## src/rtl/fsp_pkg.sv

```systemverilog
package fsp_pkg;

  // ------------------------------------------------------------
  // register map (byte offsets)
  // ------------------------------------------------------------
  localparam logic [7:0] OFS_CTRL    = 8'h00;
  localparam logic [7:0] OFS_POINTER = 8'h04;
  localparam logic [7:0] OFS_STATUS  = 8'h08;
  localparam logic [7:0] OFS_IRQ_ST  = 8'h0C;
  localparam logic [7:0] OFS_IRQ_MSK = 8'h10;
  localparam logic [7:0] OFS_MAP     = 8'h14;
  localparam logic [7:0] OFS_STORE   = 8'h18;

  // ------------------------------------------------------------
  // control register fields
  // ------------------------------------------------------------
  localparam int CTRL_ENABLE_BIT   = 0;
  localparam int CTRL_ERASE_BIT    = 1;
  localparam int CTRL_WRITE_BIT    = 2;
  localparam int CTRL_LOCK_BIT     = 3;
  localparam int CTRL_REENABLE_BIT = 4;

  // status fields
  localparam int ST_BUSY_BIT     = 0;
  localparam int ST_RWW_BUSY_BIT = 6;
  localparam int ST_ARMED_BIT    = 7;

  // event bits of interrupt status and mask
  localparam int EV_DONE_BIT   = 0;
  localparam int EV_LAPSE_BIT  = 1;
  localparam int EV_REJECT_BIT = 2;
  localparam int EV_WIDTH      = 3;

  // ------------------------------------------------------------
  // flash geometry
  // ------------------------------------------------------------
  localparam int PAGE_WORDS                = 64;
  localparam int PAGE_BYTES                = 128;
  localparam int PROGRAM_COUNTER_TOP_BIT   = 12;
  localparam int PAGE_WORD_TOP_BIT         = 5;
  localparam int POINTER_COUNTER_TOP_BIT   = 13;
  localparam int POINTER_PAGE_WORD_TOP_BIT = 6;
  localparam int NO_READ_WHILE_WRITE_AREA_PAGES                = 32;
  localparam logic [15:0] NO_READ_WHILE_WRITE_AREA_START_16K   = 16'h3000;
  localparam logic [15:0] NO_READ_WHILE_WRITE_AREA_START_8K    = 16'h1000;
  localparam logic [2:0]  BOOT_PAGES_LOG_MIN = 3'h2; // 4 pages at fuse code 11

  // ------------------------------------------------------------
  // timing: lock-window, programming time from the rc timebase
  // ------------------------------------------------------------
  localparam int ARM_WINDOW_CYCLES = 4;
  localparam int PROG_MIN_US       = 3700;
  localparam int PROG_MAX_US       = 4500;
  localparam int RC_TICK_KHZ       = 1000; // rc timebase tick rate
  localparam int PROG_TICKS_MIN    = (PROG_MIN_US * RC_TICK_KHZ + 999) / 1000;
  localparam int PROG_TICKS_MAX    = (PROG_MAX_US * RC_TICK_KHZ) / 1000;
  localparam int PROG_TICKS_DEF    = (PROG_TICKS_MIN + PROG_TICKS_MAX) / 2;

  // ------------------------------------------------------------
  // types
  // ------------------------------------------------------------
  typedef enum logic [1:0] {
    OP_NONE  = 2'b00,
    OP_ERASE = 2'b01,
    OP_WRITE = 2'b10,
    OP_LOCK  = 2'b11
  } fsp_op_e;

  typedef enum logic [1:0] {
    ST_IDLE  = 2'b00,
    ST_ARMED = 2'b01,
    ST_PROG  = 2'b10
  } fsp_state_e;

  typedef struct packed {
    logic [6:0] page;
    logic [5:0] word;
    logic       byte_hi;
  } fsp_addr_s;

endpackage

```

## src/rtl/fsp_core.sv

```systemverilog
// Implementation choices: register access over APB and the register offsets.
`timescale 1ns/1ps
// Operation
// - programming time counted in rc oscillator ticks, not system clocks
// - erase, write or lock-bit write lasts 3.7 ms to 4.5 ms
// - a reset during programming lets the operation finish
// - pages of 64 words, 128 bytes; erase and write act on whole page
// - two-bit boot fuse picks 4, 8, 16 or 32 pages at flash top
// - top 32 pages form no-rww area; 0x3000 or 0x1000 start
// - program counter is 13 bits wide
// - page select taken from pointer bits 13 to 7
// - word select taken from pointer bits 6 to 1
// - pointer bit 0 zero for commands; byte select on program reads
// - command runs only if store follows control write within four cycles
// - rww busy flag blocks rww reads until re-enable command or reset
module fsp_core
  import fsp_pkg::*;
#(
  parameter bit          BIG_VARIANT = 1'b1,
  parameter int unsigned PROG_TICKS  = PROG_TICKS_DEF
) (
  input  wire logic        pclk,
  input  wire logic        presetn,
  input  wire logic        psel,
  input  wire logic        penable,
  input  wire logic        pwrite,
  input  wire logic [7:0]  paddr,
  input  wire logic [31:0] pwdata,
  output logic      [31:0] prdata,
  output logic             pready,
  output logic             pslverr,
  input  wire logic        rc_tick,
  input  wire logic [1:0]  boot_size_fuse,
  input  wire logic [15:0] read_addr,
  output logic             read_blocked,
  output logic             read_byte_hi,
  output logic             read_in_boot,
  output logic             flash_erase,
  output logic             flash_write,
  output logic             flash_lock,
  output logic [6:0]       flash_page,
  output logic             irq
);

  // ------------------------------------------------------------
  // elaboration checks
  // ------------------------------------------------------------
  initial begin
    if (PROG_TICKS < PROG_TICKS_MIN || PROG_TICKS > PROG_TICKS_MAX) begin
      $error("programming tick count outside allowed window");
    end
  end

  // ------------------------------------------------------------
  // address map helpers
  // ------------------------------------------------------------
  // split a byte pointer into page, word and byte select
  function automatic fsp_addr_s split_ptr(input logic [15:0] z);
    fsp_addr_s a;
    a.page    = z[POINTER_COUNTER_TOP_BIT:POINTER_PAGE_WORD_TOP_BIT+1];
    a.word    = z[POINTER_PAGE_WORD_TOP_BIT:1];
    a.byte_hi = z[0];
    return a;
  endfunction

  // true when byte address falls in the no-rww area
  function automatic logic in_no_read_while_write_area(input logic [15:0] z);
    logic [15:0] lim;
    lim = BIG_VARIANT ? NO_READ_WHILE_WRITE_AREA_START_16K : NO_READ_WHILE_WRITE_AREA_START_8K;
    return (z >= lim);
  endfunction

  // ------------------------------------------------------------
  // state
  // ------------------------------------------------------------
  fsp_state_e        state_q, state_d;
  fsp_op_e           op_q, op_d;
  logic [15:0]       ptr_q, ptr_d;
  logic [4:0]        ctrl_q, ctrl_d;
  logic [2:0]        arm_cnt_q, arm_cnt_d;
  logic [12:0]       tick_cnt_q, tick_cnt_d;
  logic              rww_busy_q, rww_busy_d;
  logic [6:0]        page_q, page_d;
  logic [EV_WIDTH-1:0] ev_q, ev_d;
  logic [EV_WIDTH-1:0] msk_q, msk_d;
  logic [31:0]       rdata_q, rdata_d;
  logic              err_q, err_d;
  logic              acc_q, acc_d;
  logic              run_q;

  // ------------------------------------------------------------
  // bus decode
  // ------------------------------------------------------------
  logic pre_acc;
  logic wr_acc;
  logic rd_acc;
  logic store;
  logic [EV_WIDTH-1:0] ev_set;
  fsp_addr_s zf;

  // first access cycle prepares read data, second one completes the transfer
  assign pre_acc = psel && penable && !acc_q;
  assign acc_d   = pre_acc;
  assign wr_acc  = psel && penable && pwrite && acc_q;
  assign rd_acc  = psel && penable && !pwrite && acc_q;
  assign store   = wr_acc && (paddr == OFS_STORE);
  assign zf      = split_ptr(ptr_q);

  // one wait state: read data and error already registered when ready
  assign pready  = psel && penable && acc_q;
  assign prdata  = rdata_q;
  assign pslverr = err_q;

  // ------------------------------------------------------------
  // sequencer next state
  // ------------------------------------------------------------
  always_comb begin
    state_d    = state_q;
    op_d       = op_q;
    ctrl_d     = ctrl_q;
    arm_cnt_d  = arm_cnt_q;
    tick_cnt_d = tick_cnt_q;
    rww_busy_d = rww_busy_q;
    page_d     = page_q;
    ptr_d      = ptr_q;
    ev_set     = '0;
    if (wr_acc && paddr == OFS_POINTER && state_q != ST_PROG) begin
      ptr_d = pwdata[15:0];
    end
    case (state_q)
      ST_IDLE: begin
        if (wr_acc && paddr == OFS_CTRL && pwdata[CTRL_ENABLE_BIT]) begin
          ctrl_d    = pwdata[4:0];
          arm_cnt_d = 3'(ARM_WINDOW_CYCLES);
          state_d   = ST_ARMED;
        end
      end
      ST_ARMED: begin
        if (store) begin
          state_d = ST_IDLE;
          ctrl_d  = '0;
          if (zf.byte_hi || (ctrl_q[CTRL_WRITE_BIT] && zf.word != '0)) begin
            ev_set[EV_REJECT_BIT] = 1'b1;
          end else if (ctrl_q[CTRL_REENABLE_BIT]) begin
            rww_busy_d = 1'b0;
          end else if (ctrl_q[CTRL_ERASE_BIT] || ctrl_q[CTRL_WRITE_BIT]
                       || ctrl_q[CTRL_LOCK_BIT]) begin
            op_d = ctrl_q[CTRL_ERASE_BIT] ? OP_ERASE :
                   ctrl_q[CTRL_WRITE_BIT] ? OP_WRITE : OP_LOCK;
            page_d     = zf.page;
            tick_cnt_d = 13'(PROG_TICKS);
            state_d    = ST_PROG;
            if (!ctrl_q[CTRL_LOCK_BIT] && !in_no_read_while_write_area(ptr_q)) begin
              rww_busy_d = 1'b1;
            end
          end
        end else if (arm_cnt_q == 3'h1) begin
          state_d               = ST_IDLE;
          ctrl_d                = '0;
          ev_set[EV_LAPSE_BIT]  = 1'b1;
        end else begin
          arm_cnt_d = arm_cnt_q - 3'h1;
        end
      end
      ST_PROG: begin
        if (rc_tick) begin
          if (tick_cnt_q == 13'h1) begin
            state_d              = ST_IDLE;
            op_d                 = OP_NONE;
            ev_set[EV_DONE_BIT]  = 1'b1;
          end else begin
            tick_cnt_d = tick_cnt_q - 13'h1;
          end
        end
      end
      default: begin
        state_d = ST_IDLE;
      end
    endcase
  end

  // ------------------------------------------------------------
  // interrupt flags and read data
  // ------------------------------------------------------------
  always_comb begin
    ev_d    = ev_q | ev_set;
    msk_d   = msk_q;
    rdata_d = rdata_q;
    err_d   = err_q;
    if (!(psel && penable)) begin
      err_d = 1'b0;
    end
    if (wr_acc && paddr == OFS_IRQ_MSK) begin
      msk_d = pwdata[EV_WIDTH-1:0];
    end
    // clear only what was shown, events arriving meanwhile survive
    if (rd_acc && paddr == OFS_IRQ_ST) begin
      ev_d = (ev_q & ~rdata_q[EV_WIDTH-1:0]) | ev_set;
    end
    if (pre_acc) begin
      err_d = 1'b0;
    end
    if (pre_acc && !pwrite) begin
      if (paddr == OFS_CTRL) begin
        rdata_d = {27'h0, ctrl_q};
      end else if (paddr == OFS_POINTER) begin
        rdata_d = {16'h0, ptr_q};
      end else if (paddr == OFS_STATUS) begin
        rdata_d = {24'h0, state_q == ST_ARMED, rww_busy_q, 3'h0, op_q,
                   state_q == ST_PROG};
      end else if (paddr == OFS_IRQ_ST) begin
        rdata_d = {29'h0, ev_q};
      end else if (paddr == OFS_IRQ_MSK) begin
        rdata_d = {29'h0, msk_q};
      end else if (paddr == OFS_MAP) begin
        rdata_d = {16'h0, 3'h0, page_q, 6'h0};
      end else begin
        rdata_d = 32'h0;
        err_d   = 1'b1;
      end
    end else if (pre_acc && !(paddr == OFS_CTRL || paddr == OFS_POINTER
                 || paddr == OFS_IRQ_MSK || paddr == OFS_STORE)) begin
      err_d = 1'b1;
    end
  end

  // ------------------------------------------------------------
  // registers kept through reset: an operation in flight finishes
  // ------------------------------------------------------------
  // unknown state at power-up falls to the reset branch
  always_ff @(posedge pclk) begin
    if (presetn || state_q == ST_PROG) begin
      state_q  <= state_d;
      op_q     <= op_d;
    end else begin
      state_q  <= ST_IDLE;
      op_q     <= OP_NONE;
    end
    tick_cnt_q <= tick_cnt_d;
    page_q     <= page_d;
    run_q      <= (state_d == ST_PROG);
  end

  // ------------------------------------------------------------
  // ordinary control registers
  // ------------------------------------------------------------
  always_ff @(posedge pclk or negedge presetn) begin
    if (!presetn) begin
      ctrl_q     <= '0;
      arm_cnt_q  <= '0;
      ptr_q      <= '0;
      ev_q       <= '0;
      msk_q      <= '0;
      rdata_q    <= '0;
      err_q      <= 1'b0;
      acc_q      <= 1'b0;
      rww_busy_q <= 1'b0;
    end else begin
      acc_q      <= acc_d;
      ctrl_q     <= ctrl_d;
      arm_cnt_q  <= arm_cnt_d;
      ptr_q      <= ptr_d;
      ev_q       <= ev_d;
      msk_q      <= msk_d;
      rdata_q    <= rdata_d;
      err_q      <= err_d;
      rww_busy_q <= rww_busy_d;
    end
  end

  // ------------------------------------------------------------
  // flash side and read path
  // ------------------------------------------------------------
  // boot section: 2^(2+inverted fuse) pages at the top
  logic [2:0]  boot_log;
  logic [7:0]  boot_pages;
  logic [16:0] boot_start;
  logic [16:0] flash_bytes;

  assign boot_log    = BOOT_PAGES_LOG_MIN + {1'b0, ~boot_size_fuse};
  assign boot_pages  = 8'(1) << boot_log;
  assign flash_bytes = BIG_VARIANT ? 17'h4000 : 17'h2000;
  assign boot_start  = flash_bytes - 17'({boot_pages, 7'h0});

  assign read_in_boot = {1'b0, read_addr} >= boot_start;
  assign read_blocked = rww_busy_q && !in_no_read_while_write_area(read_addr);
  assign read_byte_hi = read_addr[0];
  assign flash_erase  = run_q && (op_q == OP_ERASE);
  assign flash_write  = run_q && (op_q == OP_WRITE);
  assign flash_lock   = run_q && (op_q == OP_LOCK);
  assign flash_page   = page_q;
  assign irq          = |(ev_q & msk_q);

endmodule

```

## config.mk

```make
export PLATFORM = sky130hd
export DESIGN_NAME = fsp_core
export DESIGN_NICKNAME = d
export VERILOG_FILES = /design/src/rtl/fsp_pkg.sv /design/src/rtl/fsp_core.sv
export SDC_FILE = /design/constraint.sdc
export NUM_CORES = 1
export LEC_CHECK = 0
export ABC_AREA = 1
export ABC_CLOCK_PERIOD_IN_PS = 2200
export BUFFER_PORTS_ARGS = -buffer_cell sky130_fd_sc_hd__buf_2
export CORE_ASPECT_RATIO = 0.7
export CORE_MARGIN = 8
export CORE_UTILIZATION = 35
export CTS_BUF_LIST = sky130_fd_sc_hd__clkbuf_16
export DETAILED_ROUTE_END_ITERATION = 8
export HOLD_SLACK_MARGIN = 0.15
export PLACE_DENSITY = 0.57
export SKIP_LAST_GASP = 1
export SYNTH_ARGS = -nofsm -noshare
export SYNTH_HDL_FRONTEND = slang
export SYNTH_SLANG_ARGS = --single-unit
```

## constraint.sdc

```tcl
create_clock -name pclk -period 2.2 [get_ports pclk]
set_input_delay 0.11 -clock pclk [delete_from_list [all_inputs] [get_ports pclk]]
set_output_delay 0.11 -clock pclk [all_outputs]
set_load 0.03 [all_outputs]
```

# Yosys cells after proc, flatten, opt, wreduce, memory -nomap -nowiden

Cells that the tools add are included.

Register bits after elaboration: 90
Input bits: 64
Output and inout bits: 48
Logic and storage cells: 166

Add/sub/neg operators: 4
$lt $le $gt $ge: 3
Eq/ne operators: 26
Shift operators: 1
Mux-type cells: 61
Bitwise logic cells: 8
Reduce and logical (&&, ||, !) cells: 49

Operators by type and width:

| kind                     | count |
|---|---|
| $mux W13                 | 10 |
| $ge A16 B14 Y1 const B   | 2 |
| $mux W16                 | 2 |
| $mux W2                  | 16 |
| $pmux W13 S2             | 1 |
| $eq A8 B5 Y1 const B     | 3 |
| $logic_and A1 B1 Y1      | 22 |
| $ne A2 B2 Y1 const B     | 11 |
| $mux W1                  | 21 |
| $ge A16 B17 Y1           | 1 |
| $eq A8 B4 Y1 const B     | 2 |
| $sub A15 B15 Y16 const A | 1 |
| $mux W5                  | 3 |
| $reduce_and A7 Y1        | 2 |
| $eq A13 B1 Y1 const B    | 1 |
| $sub A13 B1 Y13 const B  | 1 |
| $mux W3                  | 4 |
| $pmux W5 S2              | 1 |
| $reduce_and A5 Y1        | 2 |
| $eq A2 B2 Y1 const B     | 4 |
| $eq A8 B3 Y1 const B     | 1 |
| $logic_not A8 Y1         | 1 |
| $reduce_bool A2 Y1       | 4 |
| $shl A1 B3 Y8 const A    | 1 |
| other kinds (20)         | 35 |

# Depth between registers and ports, before layout

Gate-level depths: netlist of the first run.

Depth after elaboration: 10
Mapped depth: 11

# Worst setup path after synthesis of the first run

No wires, ideal clock.

Path type: register -> register
From: register acc_q
To: register tick_cnt_q[0] (enable)
Setup time: 387 ps
Arrival: 1547 ps
Required time: 1813 ps
Slack: 266 ps
Stages on the path, launching flop included: 7
Clock period less this slack: 1934 ps
Path through: dfrtp_1 > nand3_1 > nor2_4 > nand3_2 > nand2_2 > nand2_1 > a21oi_1

Longest elaborated chain between the ends: 4

RTL lines:

| what                        | RTL line        | text |
|---|---|---|
| from (decl)                 | fsp_core.sv:88  | `logic acc_q, acc_d;` |
| from (signal assigned)      | fsp_core.sv:256 | `acc_q <= 1'b0;` |
| from (signal assigned)      | fsp_core.sv:259 | `acc_q <= acc_d;` |
| $logic_and A1 B1 Y1         | fsp_core.sv:104 | `assign wr_acc = psel && penable && pwrite && acc_q;` |
| $logic_and A1 B1 Y1         | fsp_core.sv:106 | `assign store = wr_acc && (paddr == OFS_STORE);` |
| $ne A2 B2 Y1 (no line)      | -               |  |
| $reduce_and A7 Y1 (no line) | -               |  |
| to (signal assigned)        | fsp_core.sv:239 | `tick_cnt_q <= tick_cnt_d;` |
| to (decl)                   | fsp_core.sv:81  | `logic [12:0] tick_cnt_q, tick_cnt_d;` |

No other way between the ends.
A chain may end at the register's enable or synchronous reset.

# Worst setup path after layout of the first run

From: input penable
To: register rdata_q[3], in the netlist prdata[3]

Longest elaborated chain between the ends: 3

RTL lines:

| what                              | RTL line        | text |
|---|---|---|
| from (decl)                       | fsp_core.sv:25  | `input wire logic penable,` |
| $logic_and A1 B1 Y1 (2 in series) | fsp_core.sv:102 | `assign pre_acc = psel && penable && !acc_q;` |
| via acc_d                         | fsp_core.sv:88  |  |
| $logic_and A1 B1 Y1               | fsp_core.sv:203 | `if (pre_acc && !pwrite) begin` |
| to (signal assigned)              | fsp_core.sv:265 | `rdata_q <= rdata_d;` |
| to (decl)                         | fsp_core.sv:86  | `logic [31:0] rdata_q, rdata_d;` |

The timed path passes the listed nets, and every way through them passes these cells.

==> impl_results.md, run 1 <==
* Status: completed
* Die width at 146.2 µm
* Avg WL per Cell at 13.89 µm
* Hold_buf cts at 21
* Die height at 107.1 µm
* MaxCap Viol Count at 0
* Mapped Area at about 4200 µm²
* Ys Warns at 0
* Layout cells sized above 1 at 24.05%
* Worst Path Required at 2410 ps
* Worst Tran Pin Value at 650.0 ps
* Unrepaired setup endpoints after global routing: no
* Final critical-path required period at 2042 ps
* I/O Buffers at 79
* Arrival time worst endpoint at between 2000 and 2500 ps
* Post-CTS sizing at 0
* Gate Count Post-Synth at 486
* Antenna diodes at 0
* Hold WC Path Type: primary input to flop
* GR Util All Layers at 13.81%
* Max clock buf depth at 2
* Seq/Total Area, Yosys at 46.43%
* Leakage at between 2 and 3 nW
* Critical-path maximum fanout at 17
* Most used DFF post-synth: dfrtp_1
* Vias at roughly 3500
* Number of flops mapped to enable cells by yosys at 20
* Library cells used by synthesis at between 40 and 50
* Synth area leader: dfrtp_1
* Starting Density at a little over a third
* Pre-Repair DR Iteration Count at 5
* Total power at 3.265 mW
* Clock Latency Late Sink at approximately 340 ps
* Crit path kind: primary input to flop
* Final Setup Violations at 0
* Initial antenna violation count at 0
* Asr flop ratio synth at 66.22%
* Max Clk Rate at 489.8 MHz
* CTS sink count at 74
* Pwr Density at 629.8 nW/µm²
* Nets@finish at 676
* Slew HR at 56.67%
* Post-route ant nets at 0
* CP peak stage delay at around 560 ps
* Crit-path cells: dlygate4sd3_1 > buf_2 > nand2_1 > dlygate4sd3_1 > nor2_2 > nand2_1 > buf_4 > o311ai_0
* H-tree Lvls at 3
* Reg clk slew, reported paths at 60 ps
* Share of the synthesized area in the top cell type at 29.54%
* Clock buffer count from CTS at 9
* Die area at 15650 µm²
* Post-CTS Setup Bufs at 0
* Startpoint types: primary input
* Peak VDD IR at ~500 µV
* CP bufs+invs at 4
* Pin count of the biggest net entering global routing at 50
* Final WL at between 10000 and 15000 µm
* Top cells by area, synth: dfrtp_1 30%, edfxtp_1 14%, nand2_1 9.9%
* DRC at 0
* Via-to-Cell Ratio at around 4.6
* Final Wtd Congestion at 0.8360
* Core Footprint at 11640 µm²
* Post-detail-place hpwl at just over 8000 µm
* Area Growth Syn to Fin at 24.90%
* Final Hold Viols at 0
* Overflow after GRT at 0
* Root buffer cell: clkbuf_16
* Setup TNS after final layout at 0 ps
* Crit. End Element: flop
* Number of synthesized register bits at 74
* CP top delay family: buffers and inverters
* Global-route wire length before repair at 17450 µm
* CTS tree: done
* I/O pin count at roughly 110
* Initial drt markers at 209
* Slew Limit Fails at 0
* Cell Rows at 33
* CP max stage cell: dlygate4sd3_1
* Vias in the first global route at 3518
* Avg Cell Area, Syn at 8.540 µm²
* Clk_skew at 6.640 ps
* Final worst-path cycle share at between 90% and 100%
cells by family after synthesis:
family	synth area share, %
adder cells (fa/ha/maj)	4.221
AND/OR/NAND/NOR	25.87
buffers and inverters	10.85
other	0.1810
AO/OA/AOI/OAI	11.82
flip-flops	46.43
XOR/XNOR	0.6332
metrics by stage:
step	instances	util [%]	worst slack (ps)	hold WS, ps	instance area [µm²]
floorplan	507	-	265.9	-185.6	4229
global placement	723	40.06	498.8	304.1	4664
detailed placement	723	40.06	475.3	317.7	4664
CTS	760	44.52	185.3	208.2	5184
global route	760	44.52	4.259	254.4	5184
finish	760	44.52	158.3	216.1	5184
state kept, by name, summed over array words and instances, names as in the netlist:
register / count
ev_q: 3
op_q: 2
ctrl_q: 5
ptr_q: 16
flash_page: 7
run_q: 1
prdata: 16
tick_cnt_q: 13
msk_q: 3
pslverr: 1
arm_cnt_q: 3
acc_q: 1
state_q: 2
rww_busy_q: 1
cell usage in the layout (no fill, tap or decap), types with 2 or more instances in the layout:
cell	synthesis	layout
dfxtp_1	5	5
clkinv_1	1	2
a22o_1	5	5
conb_1	2	23
o311ai_0	2	2
clkbuf_16	0	9
nor2_4	6	6
nor3b_1	2	2
nand2_2	5	5
o21ai_0	22	22
nand2_4	2	2
nor2_1	42	42
nand4_1	12	12
o21ai_1	10	10
a21oi_1	20	20
xor2_1	3	3
buf_4	17	4
inv_1	63	64
nand3_4	2	2
nand2_1	109	109
a21oi_2	4	4
bufinv_16	0	2
nor2_2	7	7
nor3_1	4	4
dlygate4sd3_1	0	21
nand3_2	5	5
o31ai_1	2	2
buf_2	2	79
edfxtp_1	20	20
nor4_1	3	3
o21ai_2	7	7
ha_1	14	14
clkinv_2	1	3
inv_2	5	5
o211ai_1	4	4
nand3_1	15	15
dfrtp_1	49	49
area by class of cell:
type / count / area (µm²)
fill: 1155 / 6460
sequential: 74 / 1927
inverter: 70 / 264.0
multi-input combinational: 339 / 1852
clock buffer: 9 / 225.2
clock inverter: 7 / 83.83
timing repair buffer: 104 / 635.6
tap: 157 / 196.4
tightest hold or removal path, cell delays in order:
cell and delay, ps:
buf_2 130, nand3_1 90, nand3_1 80, nor2_1 50
nor2_1 70
metal layers:
layer	GRT usage (%)	wire length, µm	vias up
met1	18.59	5178	1628
met3	4.544	758	9
met2	20.26	4472	102
met5	0	0	-
met4	5.201	144	0
li1	-	-	1768
cell usage after synthesis, types with 2 or more instances:
master / number
nand2_2: 5
buf_6: 4
a21oi_2: 4
o211ai_1: 4
inv_1: 63
buf_4: 17
a21oi_1: 20
nand2_4: 2
o21ai_0: 22
nor2_1: 42
nor2_4: 6
buf_2: 2
dfxtp_1: 5
edfxtp_1: 20
o311ai_0: 2
nor3b_1: 2
nor2_2: 7
o21ai_2: 7
a22o_1: 5
inv_2: 5
nor3_1: 4
dfrtp_1: 49
nor4_1: 3
conb_1: 2
xor2_1: 3
nand4_1: 12
o21ai_1: 10
nand3_1: 15
nand2_1: 109
nand3_4: 2
ha_1: 14
o31ai_1: 2
nand3_2: 5
power by group:
group          internal, mW  switching (mW)  leakage [nW]  total (mW)
clock                 0.981           0.560         0.158        1.54
sequential             1.42          0.0128         0.854        1.43
combinational         0.102           0.189          1.57       0.291
total                  2.50           0.762          2.58        3.26
worst paths after layout:
check / start / end / slack, ps / cells after the start
min in group asynchronous: presetn / acc_q$_DFF_PN0_ / 490 / 3
max: penable / prdata[3]$_DFFE_PN0P_ / 160 / 8
max reg2reg: tick_cnt_q[0]$_SDFFCE_PN0P_ / tick_cnt_q[10]$_SDFFCE_PN0P_ / 460 / 7
max in group asynchronous: presetn / ptr_q[2]$_DFFE_PN0P_ / 1270 / 3
min reg2reg: acc_q$_DFF_PN0_ / acc_q$_DFF_PN0_ / 470 / 1
min: paddr[2] / prdata[2]$_DFFE_PN0P_ / 220 / 5
Power figures use the tool's default switching activity.
==> run 2, diff against run 1 <==
PLACE_DENSITY = 0.67   (was 0.57)
==> run 2 against run 1 <==
  * Via count is 2.3% higher
  * Clock-buffer cell count is 1 higher
  * Hold slack worse by 22 ps
  * Clock skew is 0.55 ps higher
  * Largest power group unchanged
  * Worst setup slack worse by 11 ps
  * Critical endpoint is now prdata[12]$_DFFE_PN0P_
==> impl_results.md, run 2 (synthesized netlist as in run 1, its figures left out) <==
* Status: completed
* Nets@finish at 678 (+0.30%)
* Final critical-path required period at 2053 ps (+10.98 ps)
* Via-to-Cell Ratio at 4.707 (+2.0%)
* DRC at 0 (unchanged)
* Total power at 3.336 mW (+2.2%)
* Core Util, Final at 44.89% (+0.37 points)
* Clock buffer count from CTS at 9 (unchanged)
* Post-route ant nets at 0 (unchanged)
* Initial drt markers at 222 (+6.2%)
* Layout cells sized above 1 at 24.63% (+0.58 points)
* Combinational fraction of design power at 8.8% (about the same)
* Clock power frac at 48.2% (+1.0 points)
* Final Instance Area at 5226 µm² (+0.82%)
* I/O pin count at 112 (unchanged)
* Switch share at 22.77% (-0.56 points)
* Final WL at 10850 µm (+2.8%)
* Slew Limit Fails at 0 (unchanged)
* GR Util All Layers at 14.18% (+0.37 points)
* Vias at 3587 (+2.3%)
* Commonest cells after routing, fill and taps aside: 108 x nand2_1, 79 x buf_2, 65 x inv_1
* Die height at 107.1 µm (unchanged)
* Startpoint types: primary input
* Final Wtd Congestion at 0.8874 (+6.1%)
* Arrival time worst endpoint at 2300 ps (+50 ps)
* Starting Density at 35.64% (unchanged)
* Max clock buf depth at 2 (unchanged)
* Final Setup Violations at 0 (unchanged)
* Hold_ws at 194.0 ps (-22.19 ps)
* Pre-Repair DR Iteration Count at 5 (unchanged)
* Reg clk slew, reported paths at 60 ps (about the same)
* Most common cell after layout, fill and taps aside: nand2_1
* Max Clk Rate at 487.2 MHz (-0.54%)
* Register share of total power at 42.9% (-1.0 points)
* CTS sink count at 74 (unchanged)
* Final Hold Viols at 0 (unchanged)
* Pwr Density at 638.3 nW/µm² (+1.3%)
* Post-detail-place hpwl at 8252 µm (+1.9%)
* Leakage at 2.607 nW (+0.96%)
* Cell Rows at 33 (unchanged)
* Die width at 146.2 µm (unchanged)
* Final worst-path cycle share at 93.31% (+0.50 points)
* Vias in the first global route at 3628 (+3.1%)
* Crit. End Element: flop
* Critical-path maximum fanout at 15 (-2)
* Peak VDD IR at 349.8 µV (-30%)
* Crit path kind: primary input to flop
* Die area at 15650 µm² (unchanged)
* Internal power consumption at 2.576 mW (+2.9%)
* Inst Count DP at 723 (unchanged)
* Hold WC Path Type: primary input to asynchronous set/reset pin
* CTS tree: done
* Area Growth Syn to Fin at 25.93%
* Global-route wire length before repair at 18030 µm (+3.3%)
* Switching power at 0.7595 mW (-0.30%)
* Avg WL per Cell at 14.23 µm (+2.5%)
* Worst Path Required at 2450 ps (+40 ps)
* MaxCap Viol Count at 0 (unchanged)
* Final cell count without fillers at 762 (+0.26%)
* H-tree Lvls at 3 (unchanged)
* Clk_skew at 7.193 ps (+0.5535 ps)
* Overflow after GRT at 0 (unchanged)
* I/O Buffers at 79 (unchanged)
* DP Area at 4664 µm² (unchanged)
* Unrepaired setup endpoints after global routing: yes
* Pin count of the biggest net entering global routing at 38 (-24%)
* Clock Latency Late Sink at 330 ps (about the same)
* Root buffer cell: clkbuf_16
* Initial antenna violation count at 0 (unchanged)
* Core Footprint at 11640 µm² (unchanged)
* Antenna diodes at 0 (unchanged)
## run 2: worst max-delay path, cell delays in order
cell and delay [ps]:
dlygate4sd3_1 540, buf_2 120, nand2_1 40, dlygate4sd3_1 560, nor2_2 140, nand2_2 120
buf_4 220, nor2_4 170, inv_1 120, o211ai_1 170
## run 2: area by class of cell
cell class                      count  area [µm²]
Clock buffer                       10       250.2
Clock inverter                      6       81.33
Fill cell                        1131        6417
Inverter                           70       264.0
Multi-Input combinational cell    339        1857
Sequential cell                    74        1927
Tap cell                          157       196.4
Timing Repair Buffer              106       650.6
## run 2: path summary, 6_finish.rpt
kind	to	depth (start not counted)	from	slack [ps]
min in group pclk	prdata[1]$_DFFE_PN0P_	5	paddr[2]	230
max reg2reg	flash_page[5]$_DFFE_PP_	6	ptr_q[1]$_DFFE_PN0P_	420
max in group asynchronous	ptr_q[6]$_DFFE_PN0P_	3	presetn	1210
min reg2reg	acc_q$_DFF_PN0_	1	acc_q$_DFF_PN0_	460
max	prdata[12]$_DFFE_PN0P_	10	penable	150
min	prdata[9]$_DFFE_PN0P_	2	presetn	190
## run 2: what timing repair did
| item | in CTS | in global routing |
|---|---|---|
| endpoints found under the setup margin | 0 | 6 |
| hold buffers | 21 | 0 |
| hold endpoints to repair | 38 | 0 |
| resized for setup | 0 | 5 |
| buffers inserted | 0 | 2 |
## run 2: metal layers
metal	GRT usage (%)	vias up	routed length (µm)
li1	-	1774	-
met1	17.92	1651	5034
met2	21.94	139	4756
met3	4.207	23	808
met4	6.960	0	246
met5	0	-	0
## run 2: power by group through the flow
stage                     Sequential, mW  Clock (mW)  Combinational [mW]
after detailed placement            1.46           0               0.265
after global routing                1.43        1.68               0.328
after CTS                           1.43        1.63               0.294
final                               1.43        1.61               0.295
after floorplan                     1.48           0               0.152
after global placement              1.46           0               0.258
## run 2: metrics by stage
step / setup TNS, ps / setup slack (ps)
final: 0 / 147.3
after CTS: 0 / 52.14
after floorplan: 0 / 265.9
after global placement: 0 / 525.1
after detailed placement: 0 / 452.4
after global routing: -1.834 / -1.834
==> run 3, diff against run 2 <==
ABC_AREA = not set   (was 1)
CAP_MARGIN = 0   (was not set)
GPL_TIMING_DRIVEN = 0   (was not set)
==> run 3 against run 2 <==
  * Power fell by 8.6%
  * Cell count is 11% lower
  * Synthesized cell count shrank 21%
  * Hold slack improved by 5.5 ps
  * First-iteration DRC count decreased by 27%
  * Largest cell class unchanged
==> impl_results.md, run 3 <==
* Status: completed
* I/O Buffers at 79 (unchanged)
* Ys Warns at 0 (unchanged)
* Final critical-path required period at 2094 ps (+40.94 ps)
* Top cells by area, synth: dfrtp_1 31%, edfxtp_1 15%, ha_1 4.4%
* Antenna diodes at 0 (unchanged)
* Avg Cell Area, Syn at 10.43 µm² (+22%)
* Post-route ant nets at 0 (unchanged)
* Vias in the first global route at 3338 (-8.0%)
* Clock Latency Late Sink at 330 ps (about the same)
* MaxCap Viol Count at 0 (unchanged)
* Seq/Total Area, Yosys at 48.09% (+1.7 points)
* DP Area at 4677 µm² (+0.27%)
* Total area of sequential cells at 1927 µm² (unchanged)
* Mapped Area at 4006 µm² (-3.5%)
* Crit path kind: flop to flop
* Leakage at 2.438 nW (-6.5%)
* CP top delay family: simple AND/OR/NAND/NOR gates
* Initial drt markers at 163 (-27%)
* Hold_ws at 199.4 ps (+5.456 ps)
* Core Util, Final at 46.60% (+1.7 points)
* Final Wtd Congestion at 0.8486 (-4.4%)
* Commonest cells after routing, fill and taps aside: 83 x buf_2, 49 x dfrtp_1, 42 x nand2_1
* Slew Limit Fails at 0 (unchanged)
* Root buffer cell: clkbuf_16
* Gate Count Post-Synth at 384 (-21%)
* DRC at 0 (unchanged)
* Pin count of the biggest net entering global routing at 54 (+42%)
* Most used DFF post-synth: dfrtp_1
* Worst R2R Path Depth at 4 (-2)
* Hold WC Path Type: primary input to flop
* Final cell count without fillers at 675 (-11%)
* GR Util All Layers at 14.34% (+0.16 points)
* CTS tree: done
* Arrival time worst endpoint at 2130 ps (-170 ps)
* Crit. End Element: flop
* Final Setup Violations at 0 (unchanged)
* Hold Path Sink: pslverr$_DFF_PN0_
* Post-detail-place hpwl at 8310 µm (+0.71%)
* Total power at 3.050 mW (-8.6%)
* CP peak stage delay at 540 ps (-20 ps)
* Flop2flop setup slack at 110 ps (-310 ps)
* Die width at 143.9 µm (-1.6%)
* Worst setup margin at 106.3 ps (-40.94 ps)
* Global-route wire length before repair at 17440 µm (-3.3%)
* Final Hold Viols at 0 (unchanged)
* CP max stage cell: nor2b_1
* Fillers at 1052 (-7.0%)
* Reg clk slew, reported paths at 60 ps (about the same)
* Starting Density at 36.12% (+0.48 points)
* Peak VDD IR at 315.0 µV (-9.9%)
* Cell Rows at 32 (-3.0%)
* Number of flops mapped to enable cells by yosys at 20 (unchanged)
* Startpoint types: flop
* CTS sink count at 74 (unchanged)
* Crit-path cells: nor2b_1 > o311ai_1 > nor3_2 > buf_2
* Hold wc startpoint: paddr[0]
* Final worst-path cycle share at 95.17% (+1.9 points)
* Synth area leader: dfrtp_1
* Worst Path Required at 2230 ps (-220 ps)
* Most common cell in the netlist: dfrtp_1
* R2R Path Start: state_q[0]$_SDFF_PN0_
* Pre-Repair DR Iteration Count at 5 (unchanged)
* Overflow after GRT at 0 (unchanged)
* Layout cells sized above 1 at 28.35% (+3.7 points)
* Multi-input gate area at 1922 µm² (+3.5%)
* Vias at 3413 (-4.9%)
* Reg2reg end: flash_page[0]$_DFFE_PP_
* Max Clk Rate at 477.6 MHz (-2.0%)
* Nets@finish at 595 (-12%)
* Avg WL per Cell at 16.12 µm (+13%)
* Die height at 105.5 µm (-1.5%)
* Final Instance Area at 5169 µm² (-1.1%)
* Final WL at 10880 µm (+0.35%)
* Slew HR at 21.46%
* Number of synthesized register bits at 74 (unchanged)
* Critical-path maximum fanout at 8 (-7)
* H-tree Lvls at 3 (unchanged)
* Inst Count DP at 638 (-12%)
* Max clock buf depth at 2 (unchanged)
* Most common cell after layout, fill and taps aside: buf_2
* Worst hold stages at 3
* Share of the synthesized area in the top cell type at 30.61% (+1.1 points)
* Clk_skew at 5.853 ps (-1.340 ps)
* Via-to-Cell Ratio at 5.056 (+7.4%)
* Pwr Density at 590.1 nW/µm² (-7.5%)
* Worst Tran Pin Value at 1178 ps
* I/O pin count at 112 (unchanged)
* Dpl ws at -392.9 ps (-845.4 ps)
* Core Footprint at 11090 µm² (-4.8%)
* Library cells used by synthesis at 62 (+38%)
* Setup TNS after final layout at 0 ps (unchanged)
* Area Growth Syn to Fin at 29.01%
* Unrepaired setup endpoints after global routing: yes
* Clock buffer count from CTS at 9 (unchanged)
* Asr flop ratio synth at 66.22% (unchanged)
* CP bufs+invs at 1 (-4)
* Synth cell count leaders: 49 x dfrtp_1, 42 x nand2_1, 26 x nor2_1
* Die area at 15180 µm² (-3.0%)
* Initial antenna violation count at 0 (unchanged)
-- run 3: changes by cell type in the layout (fill, tap and decap cells not counted), moves of 11 or more --
cell / previous run / this run
nand2_1: 108 / 42
inv_1: 65 / 17
nor2_1: 41 / 26
buf_4: 6 / 18
o21ai_1: 12 / 0
nand4_1: 12 / 1
-- run 3: timing repair --
action,4_1_cts,5_1_grt
setup endpoints to repair,21,24
hold buffers,20,0
setup buffers,1,0
pin swaps,1,0
cloned,0,0
hold endpoints to repair,74,0
resized for setup,2,4
-- run 3: cell type report --
class	instances	share of cell area (%)
Sequential cell	74	37.28
Clock buffer	9	4.357
Tap cell	153	3.704
Buffer	29	3.849
Multi-Input combinational cell	286	37.18
Clock inverter	7	0.7020
Inverter	16	1.162
Timing Repair Buffer	101	11.76
-- run 3: metal layers --
metal | GRT usage, % | up-vias | routed length (µm)
li1 | - | 1619 | -
met1 | 20.42 | 1680 | 5226
met3 | 3.110 | 6 | 792
met2 | 21.68 | 108 | 4795
met5 | 0 | - | 0
met4 | 3.366 | 0 | 70
-- run 3: power breakdown --
part           internal [mW]  total [mW]  leakage [nW]  switching, mW
clock network          0.749        1.30         0.130          0.555
registers               1.43        1.44         0.918         0.0159
logic                  0.127       0.304          1.39          0.178
total                   2.30        3.05          2.44          0.749
-- run 3: worst min-delay path, stage by stage --
cell    delay [ps]
buf_2          110
or3_1          120
a32o_1         160
-- run 3: logic make-up after synthesis --
family | synth area share, %
AO/OA/AOI/OAI | 12.27
XOR/XNOR | 1.967
adder cells (fa/ha/maj) | 4.372
buffers and inverters | 6.464
flip-flops | 48.10
multiplexers | 7.808
other | 0.1875
AND/OR/NAND/NOR | 18.83
-- run 3: worst max-delay path by stage --
stage	cells past startpoint	slack [ps]	end	startpoint
6_report	4	110	flash_page[0]$_DFFE_PP_	state_q[0]$_SDFF_PN0_
5_1_grt	5	-40	tick_cnt_q[9]$_SDFFCE_PN0P_	tick_cnt_q[4]$_SDFFCE_PN0P_
4_1_cts	5	20	flash_page[0]$_DFFE_PP_	ptr_q[1]$_DFFE_PN0P_
3_5_place_dp	5	-390	flash_page[2]$_DFFE_PP_	ptr_q[1]$_DFFE_PN0P_
3_3_place_gp	3	-650	flash_page[1]$_DFFE_PP_	state_q[0]$_SDFF_PN0_
2_1_floorplan	4	200	flash_page[0]$_DFFE_PP_	ptr_q[1]$_DFFE_PN0P_
